$ cat src/fcr_defines.vh
// constants for the flash configuration register block
`ifndef FCR_DEFINES_VH
`define FCR_DEFINES_VH
// serial command codes
`define FCR_CMD_RD_STATUS    8'h05
`define FCR_CMD_RD_BOOT      8'hB5
`define FCR_CMD_WR_BOOT      8'hB1
`define FCR_CMD_RD_LIVE      8'h85
`define FCR_CMD_WR_LIVE      8'h81
// frame lengths in serial bits, command byte included, then last command bit index and bit counter limit
`define FCR_WR_BOOT_BITS     5'h18
`define FCR_WR_LIVE_BITS     5'h10
`define FCR_CMD_LAST_BIT     5'h07
`define FCR_BITS_MAX         5'h1F
// reset values
`define FCR_BOOT_RESET       16'hFFFF
`define FCR_LIVE_RESET       8'hFB
// boot_configuration field positions
`define FCR_BOOT_DUMMY_HI    15
`define FCR_BOOT_DUMMY_LO    12
`define FCR_BOOT_DCF_HI      11
`define FCR_BOOT_DCF_LO      9
`define FCR_BOOT_DRV_HI      8
`define FCR_BOOT_DRV_LO      6
`define FCR_BOOT_HOLD        4
`define FCR_BOOT_QUAD        3
`define FCR_BOOT_DUAL        2
`define FCR_BOOT_LOCK        0
// live_configuration field positions
`define FCR_LIVE_DUMMY_HI    7
`define FCR_LIVE_DUMMY_LO    4
`define FCR_LIVE_DCF_OFF     3
`define FCR_LIVE_FIXED0      2
`define FCR_LIVE_WRAP_HI     1
`define FCR_LIVE_WRAP_LO     0
// field codes
`define FCR_DUMMY_ZERO       4'h0
`define FCR_DUMMY_ONES       4'hF
`define FCR_DUMMY_DEFAULT    4'hA
`define FCR_DCF_DISABLED     3'h7
`define FCR_DCF_FAST         3'h0
`define FCR_DCF_LAST_VALID   3'h4
`define FCR_DRV_RSVD_A       3'h0
`define FCR_DRV_RSVD_B       3'h4
`define FCR_DRV_DEFAULT      3'h7
`define FCR_WRAP_16          2'h0
`define FCR_WRAP_32          2'h1
`define FCR_WRAP_64          2'h2
`define FCR_WRAP_SEQ         2'h3
// timing
`define FCR_CLK_MHZ          25
`define FCR_NV_WRITE_US      200
`endif

$ cat src/fcr_config_regs.v
// configuration register block of a serial flash, serial slave plus working configuration
`timescale 1ns/1ps
`include "fcr_defines.vh"

module fcr_config_regs #(
  parameter NV_WRITE_CYCLES = `FCR_NV_WRITE_US * `FCR_CLK_MHZ,
  parameter DCF_BIT_IGNORED = 0
) (
  input  wire        CLK,
  input  wire        RESET_N,
  input  wire        SPI_SCK,
  input  wire        SPI_CS_N,
  input  wire        SPI_SI,
  output wire        SPI_SO,
  output wire        SPI_SO_OE,
  output reg  [3:0]  DUMMY_CYCLES,
  output reg         DIRECT_CODE_FETCH_MODE,
  output reg  [2:0]  DCF_READ_TYPE,
  output reg  [2:0]  DRIVE_STRENGTH,
  output reg         HOLD_RESET_EN,
  output reg         PROTOCOL_QUAD,
  output reg         PROTOCOL_DUAL,
  output reg         WRITE_BUSY,
  output reg  [3:0]  WRAP_MODE,
  input  wire        ADDR_LOAD,
  input  wire [23:0] ADDR_IN,
  input  wire        ADDR_STEP,
  output reg  [23:0] READ_ADDR
);

  localparam [4:0] ST_IDLE = 5'h01;
  localparam [4:0] ST_CMD  = 5'h02;
  localparam [4:0] ST_DIN  = 5'h04;
  localparam [4:0] ST_DOUT = 5'h08;
  localparam [4:0] ST_SKIP = 5'h10;

  // cut on purpose: the busy counter is 16 bits, so only the low 16 bits of the write time are kept
  localparam [31:0] NV_WRITE_LAST_W = NV_WRITE_CYCLES - 1;
  localparam [15:0] NV_WRITE_LAST   = NV_WRITE_LAST_W[15:0];

  // pin synchronisers
  reg         sck_s1_reg;
  reg         sck_s2_reg;
  reg         sck_d_reg;
  reg         cs_s1_reg;
  reg         cs_s2_reg;
  reg         cs_d_reg;
  reg         si_s1_reg;
  reg         si_s2_reg;

  reg  [4:0]  state_reg;
  reg  [4:0]  state_next;
  reg  [4:0]  bits_reg;
  reg  [23:0] shift_reg;
  reg  [7:0]  cmd_reg;
  reg  [15:0] out_reg;

  reg  [15:0] boot_configuration_reg;
  reg  [7:0]  live_configuration_reg;
  reg  [15:0] boot_pending_reg;
  reg  [15:0] busy_cnt_reg;
  reg         boot_load_reg;

  wire        sck_rise = sck_s2_reg & ~sck_d_reg;
  wire        sck_fall = ~sck_s2_reg & sck_d_reg;
  wire        cs_start = ~cs_s2_reg & cs_d_reg;
  wire        cs_end   = cs_s2_reg & ~cs_d_reg;
  wire [7:0]  cmd_now  = {shift_reg[6:0], si_s2_reg};
  wire        cmd_done = sck_rise & (bits_reg == `FCR_CMD_LAST_BIT);
  wire [3:0]  live_dummy = live_configuration_reg[`FCR_LIVE_DUMMY_HI:`FCR_LIVE_DUMMY_LO];
  wire [1:0]  live_wrap  = live_configuration_reg[`FCR_LIVE_WRAP_HI:`FCR_LIVE_WRAP_LO];
  wire [2:0]  boot_dcf   = boot_configuration_reg[`FCR_BOOT_DCF_HI:`FCR_BOOT_DCF_LO];
  wire [2:0]  boot_drv   = boot_configuration_reg[`FCR_BOOT_DRV_HI:`FCR_BOOT_DRV_LO];
  wire        boot_locked = ~boot_configuration_reg[`FCR_BOOT_LOCK];

  assign SPI_SO    = out_reg[15];
  assign SPI_SO_OE = (state_reg == ST_DOUT) & ~cs_s2_reg;

  always @(posedge CLK or negedge RESET_N) begin
    if (!RESET_N) begin
      sck_s1_reg <= 1'b0;
      sck_s2_reg <= 1'b0;
      sck_d_reg  <= 1'b0;
      cs_s1_reg  <= 1'b1;
      cs_s2_reg  <= 1'b1;
      cs_d_reg   <= 1'b1;
      si_s1_reg  <= 1'b0;
      si_s2_reg  <= 1'b0;
    end else begin
      sck_s1_reg <= SPI_SCK;
      sck_s2_reg <= sck_s1_reg;
      sck_d_reg  <= sck_s2_reg;
      cs_s1_reg  <= SPI_CS_N;
      cs_s2_reg  <= cs_s1_reg;
      cs_d_reg   <= cs_s2_reg;
      si_s1_reg  <= SPI_SI;
      si_s2_reg  <= si_s1_reg;
    end
  end

  // frame sequencer
  always @* begin
    state_next = state_reg;
    case (state_reg)
      ST_IDLE: begin
        if (cs_start) begin
          state_next = ST_CMD;
        end
      end
      ST_CMD: begin
        if (cs_end) begin
          state_next = ST_IDLE;
        end else if (cmd_done) begin
          case (cmd_now)
            `FCR_CMD_RD_BOOT, `FCR_CMD_RD_LIVE, `FCR_CMD_RD_STATUS: state_next = ST_DOUT;
            `FCR_CMD_WR_BOOT, `FCR_CMD_WR_LIVE: state_next = ST_DIN;
            default: state_next = ST_SKIP;
          endcase
        end
      end
      ST_DIN, ST_DOUT, ST_SKIP: begin
        if (cs_end) begin
          state_next = ST_IDLE;
        end
      end
      default: state_next = ST_IDLE;
    endcase
  end

  always @(posedge CLK or negedge RESET_N) begin
    if (!RESET_N) begin
      state_reg <= ST_IDLE;
      bits_reg  <= 5'h00;
      shift_reg <= 24'h000000;
      cmd_reg   <= 8'h00;
      out_reg   <= 16'h0000;
    end else begin
      state_reg <= state_next;
      if (cs_start) begin
        bits_reg <= 5'h00;
      end else if (sck_rise & ~cs_s2_reg) begin
        shift_reg <= {shift_reg[22:0], si_s2_reg};
        if (bits_reg != `FCR_BITS_MAX) begin
          bits_reg <= bits_reg + 5'h01;
        end
      end
      if ((state_reg == ST_CMD) & cmd_done) begin
        cmd_reg <= cmd_now;
        // loaded rotated right so the first falling edge shows the top bit
        // boot stream is low byte then high byte, each most significant bit first
        case (cmd_now)
          `FCR_CMD_RD_BOOT:
            out_reg <= {boot_configuration_reg[8], boot_configuration_reg[7:0],
                        boot_configuration_reg[15:9]};
          `FCR_CMD_RD_LIVE:
            out_reg <= {live_configuration_reg[0], live_configuration_reg,
                        live_configuration_reg[7:1]};
          // busy flag in status bit 0
          `FCR_CMD_RD_STATUS:
            out_reg <= {WRITE_BUSY, 7'h00, WRITE_BUSY, 7'h00};
          default: out_reg <= out_reg;
        endcase
      end else if ((state_reg == ST_DOUT) & sck_fall) begin
        out_reg <= {out_reg[14:0], out_reg[15]};
      end
    end
  end

  // configuration store and boot load
  always @(posedge CLK or negedge RESET_N) begin
    if (!RESET_N) begin
      boot_configuration_reg <= `FCR_BOOT_RESET;
      live_configuration_reg <= `FCR_LIVE_RESET;
      boot_pending_reg       <= `FCR_BOOT_RESET;
      busy_cnt_reg           <= 16'h0000;
      WRITE_BUSY             <= 1'b0;
      boot_load_reg          <= 1'b1;
      // disabled from reset, so fetch mode shows no pulse before the boot load
      DCF_READ_TYPE          <= `FCR_DCF_DISABLED;
      DRIVE_STRENGTH         <= `FCR_DRV_DEFAULT;
      HOLD_RESET_EN          <= 1'b1;
      PROTOCOL_QUAD          <= 1'b0;
      PROTOCOL_DUAL          <= 1'b0;
    end else begin
      boot_load_reg <= 1'b0;
      if (boot_load_reg) begin
        // working configuration taken from the boot register
        // live dummy field seeded from boot field
        live_configuration_reg[`FCR_LIVE_DUMMY_HI:`FCR_LIVE_DUMMY_LO] <=
          boot_configuration_reg[`FCR_BOOT_DUMMY_HI:`FCR_BOOT_DUMMY_LO];
        DCF_READ_TYPE <= boot_dcf;
        // reserved drive codes fall back to the default strength
        if ((boot_drv == `FCR_DRV_RSVD_A) | (boot_drv == `FCR_DRV_RSVD_B)) begin
          DRIVE_STRENGTH <= `FCR_DRV_DEFAULT;
        end else begin
          DRIVE_STRENGTH <= boot_drv;
        end
        HOLD_RESET_EN <= boot_configuration_reg[`FCR_BOOT_HOLD];
        // protocol latched only here, quad wins when both low
        PROTOCOL_QUAD <= ~boot_configuration_reg[`FCR_BOOT_QUAD];
        PROTOCOL_DUAL <= ~boot_configuration_reg[`FCR_BOOT_DUAL] &
                         boot_configuration_reg[`FCR_BOOT_QUAD];
      end else if (cs_end & (state_reg == ST_DIN) & (cmd_reg == `FCR_CMD_WR_LIVE) &
                   (bits_reg == `FCR_WR_LIVE_BITS)) begin
        // live write acts at once, bit 2 held at zero
        live_configuration_reg <= {shift_reg[7:3], 1'b0, shift_reg[1:0]};
      end
      // locked register ignores writes; a running write also refuses a new one
      if (cs_end & (state_reg == ST_DIN) & (cmd_reg == `FCR_CMD_WR_BOOT) &
          (bits_reg == `FCR_WR_BOOT_BITS) & ~boot_locked & ~WRITE_BUSY & ~boot_load_reg) begin
        // low byte arrives first
        boot_pending_reg <= {shift_reg[7:0], shift_reg[15:8]};
        busy_cnt_reg     <= NV_WRITE_LAST;
        // busy from the end of the frame
        WRITE_BUSY       <= 1'b1;
      end else if (WRITE_BUSY) begin
        if (busy_cnt_reg == 16'h0000) begin
          WRITE_BUSY             <= 1'b0;
          boot_configuration_reg <= boot_pending_reg;
        end else begin
          busy_cnt_reg <= busy_cnt_reg - 16'h0001;
        end
      end
    end
  end

  // working outputs that follow the live register every cycle
  always @(posedge CLK or negedge RESET_N) begin
    if (!RESET_N) begin
      DUMMY_CYCLES           <= `FCR_DUMMY_DEFAULT;
      DIRECT_CODE_FETCH_MODE <= 1'b0;
      WRAP_MODE              <= 4'h0;
    end else begin
      // both end codes mean the default count
      if ((live_dummy == `FCR_DUMMY_ZERO) | (live_dummy == `FCR_DUMMY_ONES)) begin
        DUMMY_CYCLES <= `FCR_DUMMY_DEFAULT;
      end else begin
        DUMMY_CYCLES <= live_dummy;
      end
      // live enable, boot selection, or variant that ignores the bit
      DIRECT_CODE_FETCH_MODE <= ~live_configuration_reg[`FCR_LIVE_DCF_OFF] |
                                (DCF_BIT_IGNORED != 0) |
                                (DCF_READ_TYPE <= `FCR_DCF_LAST_VALID);
      // one-hot wrap indication: 16, 32, 64, sequential
      case (live_wrap)
        `FCR_WRAP_16: WRAP_MODE <= 4'h1;
        `FCR_WRAP_32: WRAP_MODE <= 4'h2;
        `FCR_WRAP_64: WRAP_MODE <= 4'h4;
        default:      WRAP_MODE <= 4'h8;
      endcase
    end
  end

  // read address stepper; sequential mode rolls over the whole array
  reg  [23:0] wrap_mask;
  wire [23:0] addr_inc = READ_ADDR + 24'h000001;

  always @* begin
    case (live_wrap)
      `FCR_WRAP_16: wrap_mask = 24'h00000F;
      `FCR_WRAP_32: wrap_mask = 24'h00001F;
      `FCR_WRAP_64: wrap_mask = 24'h00003F;
      default:      wrap_mask = 24'hFFFFFF;
    endcase
  end

  always @(posedge CLK or negedge RESET_N) begin
    if (!RESET_N) begin
      READ_ADDR <= 24'h000000;
    end else if (ADDR_LOAD) begin
      READ_ADDR <= ADDR_IN;
    end else if (ADDR_STEP) begin
      READ_ADDR <= (READ_ADDR & ~wrap_mask) | (addr_inc & wrap_mask);
    end
  end

endmodule

$ cat config.mk
export PLATFORM = sky130hd
export DESIGN_NAME = fcr_config_regs
export DESIGN_NICKNAME = d
export VERILOG_FILES = /design/src/fcr_config_regs.v
export VERILOG_INCLUDE_DIRS = /design/src
export SDC_FILE = /design/constraint.sdc
export NUM_CORES = 1
export LEC_CHECK = 0
export ABC_AREA = 1
export BUFFER_PORTS_ARGS = -buffer_cell sky130_fd_sc_hd__clkbuf_2
export CORE_MARGIN = 1
export CORE_UTILIZATION = 59
export DETAILED_ROUTE_END_ITERATION = 8
export GPL_ROUTABILITY_DRIVEN = 1
export HOLD_SLACK_MARGIN = 0.06
export PLACE_DENSITY_LB_ADDON = 0.3
export SLEW_MARGIN = 10
export SYNTH_ARGS = -nofsm -noshare
export SYNTH_HDL_FRONTEND = slang
export SYNTH_SLANG_ARGS = --single-unit
$ cat constraint.sdc
create_clock -name CLK -period 1.7 [get_ports CLK]
set_input_delay 0.255 -clock CLK [delete_from_list [all_inputs] [get_ports CLK]]
set_output_delay 0.255 -clock CLK [all_outputs]
set_load 0.02 [all_outputs]
* Word-level counts from Yosys, hierarchy flattened
Index checks and enable logic that the tools add are counted.
** Word-level totals
- Flip-flop bits (word level) :: 157
- Input port bits :: 31
** Operators by class
- Add/subtract/negate cells :: 3
- $lt $le $gt $ge :: 1
- Equality and inequality tests :: 25
- Muxes and demuxes :: 26
- Bitwise logic cells :: 36
- Reductions and logical operators :: 20
** Operators by type and width (number)
- 16-bit 2-to-1 mux :: 5
- 24-bit one-hot mux with 3 select lines :: 1
- 24-bit bitwise AND :: 2
- 8-bit == test (second input constant) :: 6
- 24-bit 2-to-1 mux :: 2
- 16-bit one-hot mux with 3 select lines :: 1
- 5-bit 2-to-1 mux :: 7
- 24-bit by 1-bit adder with 24-bit output (second input constant) :: 1
- 24-bit inverter :: 1
- 24-bit OR :: 1
- 1-bit bitwise AND :: 18
- 16-bit logical NOT :: 1
- 16-bit by 1-bit subtractor with 16-bit output (second input constant) :: 1
- 5-bit == test (second input constant) :: 3
- 5-bit one-hot mux with 3 select lines :: 1
- 4-bit one-hot mux with 3 select lines :: 1
- 2-bit nonzero test :: 6
- 1-bit inverter :: 11
- 5-bit by 3-bit == test with 1-bit output (second input constant) :: 2
- 5-bit one-hot mux with 2 select lines :: 1
- 2-bit AND reduction :: 5
- 8-bit by 3-bit == test with 1-bit output (second input constant) :: 1
- 4-bit 2-to-1 mux :: 2
- 8-bit 2-to-1 mux :: 1
- other kinds (22) :: 30

* Depth between registers and ports, before layout
- Word-level depth :: 10
- Mapped depth :: 12

* Least setup slack after synthesis
Ideal clock, no wire load.
- Kind :: register -> register
- Start :: register READ_ADDR[1]
- End :: register (tool-made name)
- Setup time :: 118 ps
- Arrival :: 1489 ps
- Data required time :: 1582 ps
- Slack :: 93 ps
- Cell stages (with the launch flop) :: 11
- Path buffers :: 0
- Period minus slack after synthesis :: 1607 ps
- Cell sequence :: dfrtp_1 > ha_1 > nand3_1 > nor2_1 > nand2_1 > nor2_1 > nand2_1 > nand2_1 > nand2_1 > nand3_1 > nand2_1
** RTL lines
- start, declared :: RTL line fcr_config_regs.v:28 : output reg [23:0] READ_ADDR
- start signal, assigned :: RTL line fcr_config_regs.v:273 : READ_ADDR <= (READ_ADDR & ~wrap_mask) | (addr_inc & wrap_mask);

* Worst setup path after layout
- Start :: register bits_reg[1]
- End :: register out_reg[1]
** Between the ends
- Cells in the longest elaborated chain, start to end :: 5
- Elaborated cells on any way between the ends :: 7
- Those cells by class :: eq/ne (2); mux (1); bitwise (2); reduce/logical (2)
** Ends and longest elaborated chain
- start, declared :: RTL line fcr_config_regs.v:53 : reg [4:0] bits_reg;
- start signal, assigned :: RTL line fcr_config_regs.v:144 : bits_reg <= bits_reg + 5'h01;
- 5-bit by 3-bit == test with 1-bit output (no line) (*)
- 1-bit bitwise AND (*) :: RTL line fcr_config_regs.v:69 : wire cmd_done = sck_rise & (bits_reg == `FCR_CMD_LAST_BIT);
- 1-bit bitwise AND (*) :: RTL line fcr_config_regs.v:147 : if ((state_reg == ST_CMD) & cmd_done) begin
- 4-bit by 1-bit inequality test with 1-bit output (no line) / 2-bit nonzero test (equally long branches)
- 2-bit AND reduction (no line)
- end signal, assigned :: RTL line fcr_config_regs.v:153 : out_reg <= {boot_configuration_reg[8], boot_configuration_reg[7:0],
- end signal, assigned :: RTL line fcr_config_regs.v:156 : out_reg <= {live_configuration_reg[0], live_configuration_reg,
- end signal, assigned :: RTL line fcr_config_regs.v:160 : out_reg <= {WRITE_BUSY, 7'h00, WRITE_BUSY, 7'h00};
- end, declared :: RTL line fcr_config_regs.v:56 : reg [15:0] out_reg;
Mark *: on every way between the ends. The rest lies on a longest branch, timed or not.
A chain may end at the register's enable or synchronous reset.

==> flow_summary_export.csv <==
group,metric,value,unit
timing,rsz0062_at_grt,"yes",
power_and_ir_drop,swShare,0.2678,
setup_path,crit_path_cell_trace,"ha_2 > nand2_2 > inv_2 > nand4_1 > nor2_4 > nand2_1 > nand2_2 > buf_12 > buf_12 > nand2_1 > nand2_1",
yosys,synth_edf_count,0,
yosys,synth_cell_types,44,
detailed_routing,drc,0,
detailed_routing,ant_nets,0,
floorplanning,core_area,12720,um^2
setup_path,slowest_stage,"dfrtp_1",
finish,fillers,950,
detailed_routing,drtIter0Drc,459,
setup_path,cp.required,2.07,ns
detailed_routing,vias,6715,
setup_path,crit_path_end,"out_reg[1]$_DFFE_PN0P_",
clock_tree,h-tree-depth,4,
yosys,ys_seq_elements,157,
timing,slew_viol_final,0,
clock_tree,numCtsBuffers,17,
timing,relSlewSlack,0.6618,
timing,layout_setup_ws,-0.08248,ns
setup_path,ff2ff_path_depth,11,
finish,mostFrequentLayoutCells,"nand2_1, dfrtp_1, inv_1",
timing,fmax,561.0,MHz
setup_path,crit_family,"simple AND/OR/NAND/NOR gates",
setup_path,cp-start-kind,"flop",
yosys,netlist_area,7737,um^2
power_and_ir_drop,seqPwrFrac,0.450,
setup_path,regToRegSetupSlack,-0.08,ns
timing,setup_tns,-0.6270,ns
finish,diodes,0,
setup_path,r2r_end,"out_reg[1]$_DFFE_PN0P_",
setup_path,worst-path-stages,11,
floorplanning,fp.dieH,116.5,um
detailed_routing,firstDrtPassIters,6,
timing,worst_pin_slew,0.5073,ns
yosys,synth.net_count,972,
setup_path,crit_type,"flop to flop",
power_and_ir_drop,p_switching,2427,uW
finish,drive_gt1_frac,0.2610,
timing,fin_crit_sh,1.049,
power_and_ir_drop,p_leak,0.004639,uW
setup_path,crit_arrival,2.15,ns
power_and_ir_drop,combPwrFrac,0.126,
floorplanning,die_w,116.5,um
detailed_routing,viasPerCell,5.394,
setup_path,worstReg2RegStart,"bits_reg[1]$_DFFE_PN0P_",
clock_tree,clockBufferDepth,2,
status,violations,"negative setup slack",
place,place.gp.congestion,0.8826,
floorplanning,initial_utilization,0.6082,
finish,layout_commonest_cell,"nand2_1",
floorplanning,die_area,13580,um^2
clock_tree,clk_pin_slew,0.06,ns
power_and_ir_drop,clock_power_share,0.424,
detailed_routing,wl_per_cell,14.73,um
setup_path,startpoint,"bits_reg[1]$_DFFE_PN0P_",
global_route,grt_remaining_overflow,0,
timing,period_needed,1.782,ns
power_and_ir_drop,power.internal,6637,uW
yosys,syn-instance-count,935,
clock_tree,clkLatencyLatePin,0.44,ns
setup_path,cpMostUsedCell,"nand2_1",
global_route,track_usage,0.2790,
yosys,synthFlopType,"dfrtp_1",
finish,fin_area,9450,um^2
timing,setup_viol,13,
setup_path,setup.worst_path.end_class,"flop",
global_route,grt_pass1_vias,6075,
place,portBuffers,75,
global_route,antenna_found_initial,0,
timing,hold_viol,0,
timing,finClkSkew,0.01117,ns
detailed_routing,totalWireLength,18.33,mm
clock_tree,cts_tree,"done",
clock_tree,clock_sinks,157,
floorplanning,rows,41,
hold_path,min_path_type,"input port to flop",
run,cap_violations,0,
global_route,grt_pass1_wl,28.72,mm
yosys,synth.avg_cell_area,8.275,um^2
place,hpwl,12.51,mm
setup_path,cpPeakStageDelay,0.39,ns
power_and_ir_drop,ir_drop,0.7133,mV
yosys,ys_warn_count,0,
finish,syn_to_final_growth,22.14,%
setup_path,cp_max_fo,9,
status,status,"complete, but fails checks",
clock_tree,cts-root-buf,"clkbuf_16",
setup_path,timing.critical_path.buf_inv,3,
finish,final_net_count,1097,
place,placed_area,8553,um^2
yosys,synth_async_sr_flop_share,1.000,
yosys,yosysSeqAreaShare,0.5163,
power_and_ir_drop,power.density,959.2,nW/um^2
global_route,grt_max_degree,99,
floorplanning,io_pins,76,
==> metrics by stage <==
stage | power [uW] | setup WS [ns] | hold WS, ns | utilization | instances
detailed placement | 5104 | -0.02620 | 0.2099 | 0.6723 | 1199
global placement | 5080 | 0.04273 | 0.2146 | 0.6723 | 1199
floorplan | 4686 | 0.09284 | -0.04059 | - | 935
global route | 9412 | -0.1842 | 0.06375 | 0.7428 | 1245
CTS | 9010 | -0.002101 | 0.06150 | 0.7263 | 1239
finish | 9064 | -0.08248 | 0.06417 | 0.7428 | 1245
==> layout make-up <==
cell class	count	area, um^2	area share
clock buffers	20	436.7	0.04621
inverters	102	395.4	0.04184
multi-input cells	655	3361	0.3556
repair buffers	127	884.6	0.09361
clock inverters	12	162.7	0.01721
flip-flops and latches	157	3995	0.4227
well taps	172	215.2	0.02277
==> metal layers <==
| metal | routed length, um | track usage | share of wire |
|---|---|---|---|
| met3 | 1098 | 0.06279 | 0.060 |
| met5 | 0 | 0 | 0 |
| met1 | 8113 | 0.3753 | 0.44 |
| met2 | 8742 | 0.4462 | 0.48 |
| met4 | 380 | 0.09915 | 0.021 |
==> worst min-delay path: stages <==
cell,delay (ns)
clkbuf_2,0.07
nand2_1,0.05
nand3_1,0.08
==> cells by family after synthesis <==
group | after synthesis | share of synthesized area
DFF | 157 | 0.5163
adders and majority gates | 6 | 0.009702
and+or+nand+nor | 498 | 0.2777
xor gates and xnor gates | 16 | 0.01811
AOI/OAI and AO/OA | 118 | 0.08457
buffers and inverters | 124 | 0.06743
other | 1 | 0.0004847
muxes | 15 | 0.02571
==> power by group through the flow <==
stage | sequential (uW) | combinational [uW] | clock (uW)
after floorplan | 4170 | 518 | 0
after global placement | 4100 | 977 | 0
after detailed placement | 4110 | 995 | 0
after CTS | 4050 | 1060 | 3900
after global routing | 4090 | 1280 | 4040
final | 4070 | 1140 | 3850
==> how the worst min path moves through the flow <==
stage                     start                                to  slack (ns)  cells after the start
floorplan               RESET_N  DIRECT_CODE_FETCH_MODE$_DFF_PN0_       -0.04                      0
global placement        RESET_N               cs_s2_reg$_DFF_PN1_        0.21                      1
detailed placement      RESET_N               cs_s2_reg$_DFF_PN1_        0.21                      1
CTS                 ADDR_IN[15]                              flop        0.06                      3
global route        ADDR_IN[15]                              flop        0.06                      3
finish               ADDR_IN[6]                              flop        0.06                      3
==> timing repair <==
action,CTS,global route
hold buffers,6,0
pin swaps,0,18
resized for setup,3,54
setup endpoints to repair,13,70
cloned,0,1
endpoints found under the hold margin,110,0
buffers inserted,2,5
==> synth_stat cells, types with 2 or more instances <==
cell type | count | share of area
or2_2 | 7 | 0.0057
a31oi_1 | 5 | 0.0040
ha_1 | 6 | 0.0097
o21ai_0 | 68 | 0.044
o211ai_1 | 9 | 0.0087
xor2_1 | 14 | 0.016
buf_2 | 7 | 0.0045
nand2_2 | 4 | 0.0032
nand3_4 | 2 | 0.0045
o21a_1 | 2 | 0.0019
dfrtp_1 | 104 | 0.34
nand4_1 | 11 | 0.0089
buf_6 | 5 | 0.0073
nor2_1 | 86 | 0.042
mux2_4 | 8 | 0.016
nand2_1 | 289 | 0.14
inv_2 | 3 | 0.0015
inv_1 | 98 | 0.048
nor2_4 | 3 | 0.0044
mux2_2 | 7 | 0.010
nand4_2 | 2 | 0.0032
buf_4 | 2 | 0.0019
clkbuf_1 | 7 | 0.0034
a21oi_1 | 20 | 0.013
nor2_2 | 6 | 0.0049
o21ai_1 | 7 | 0.0045
nor3_1 | 15 | 0.0097
dfstp_2 | 53 | 0.18
nand3b_1 | 5 | 0.0049
xnor2_1 | 2 | 0.0023
nand3_1 | 65 | 0.042
Power figures use the tool's default switching activity.
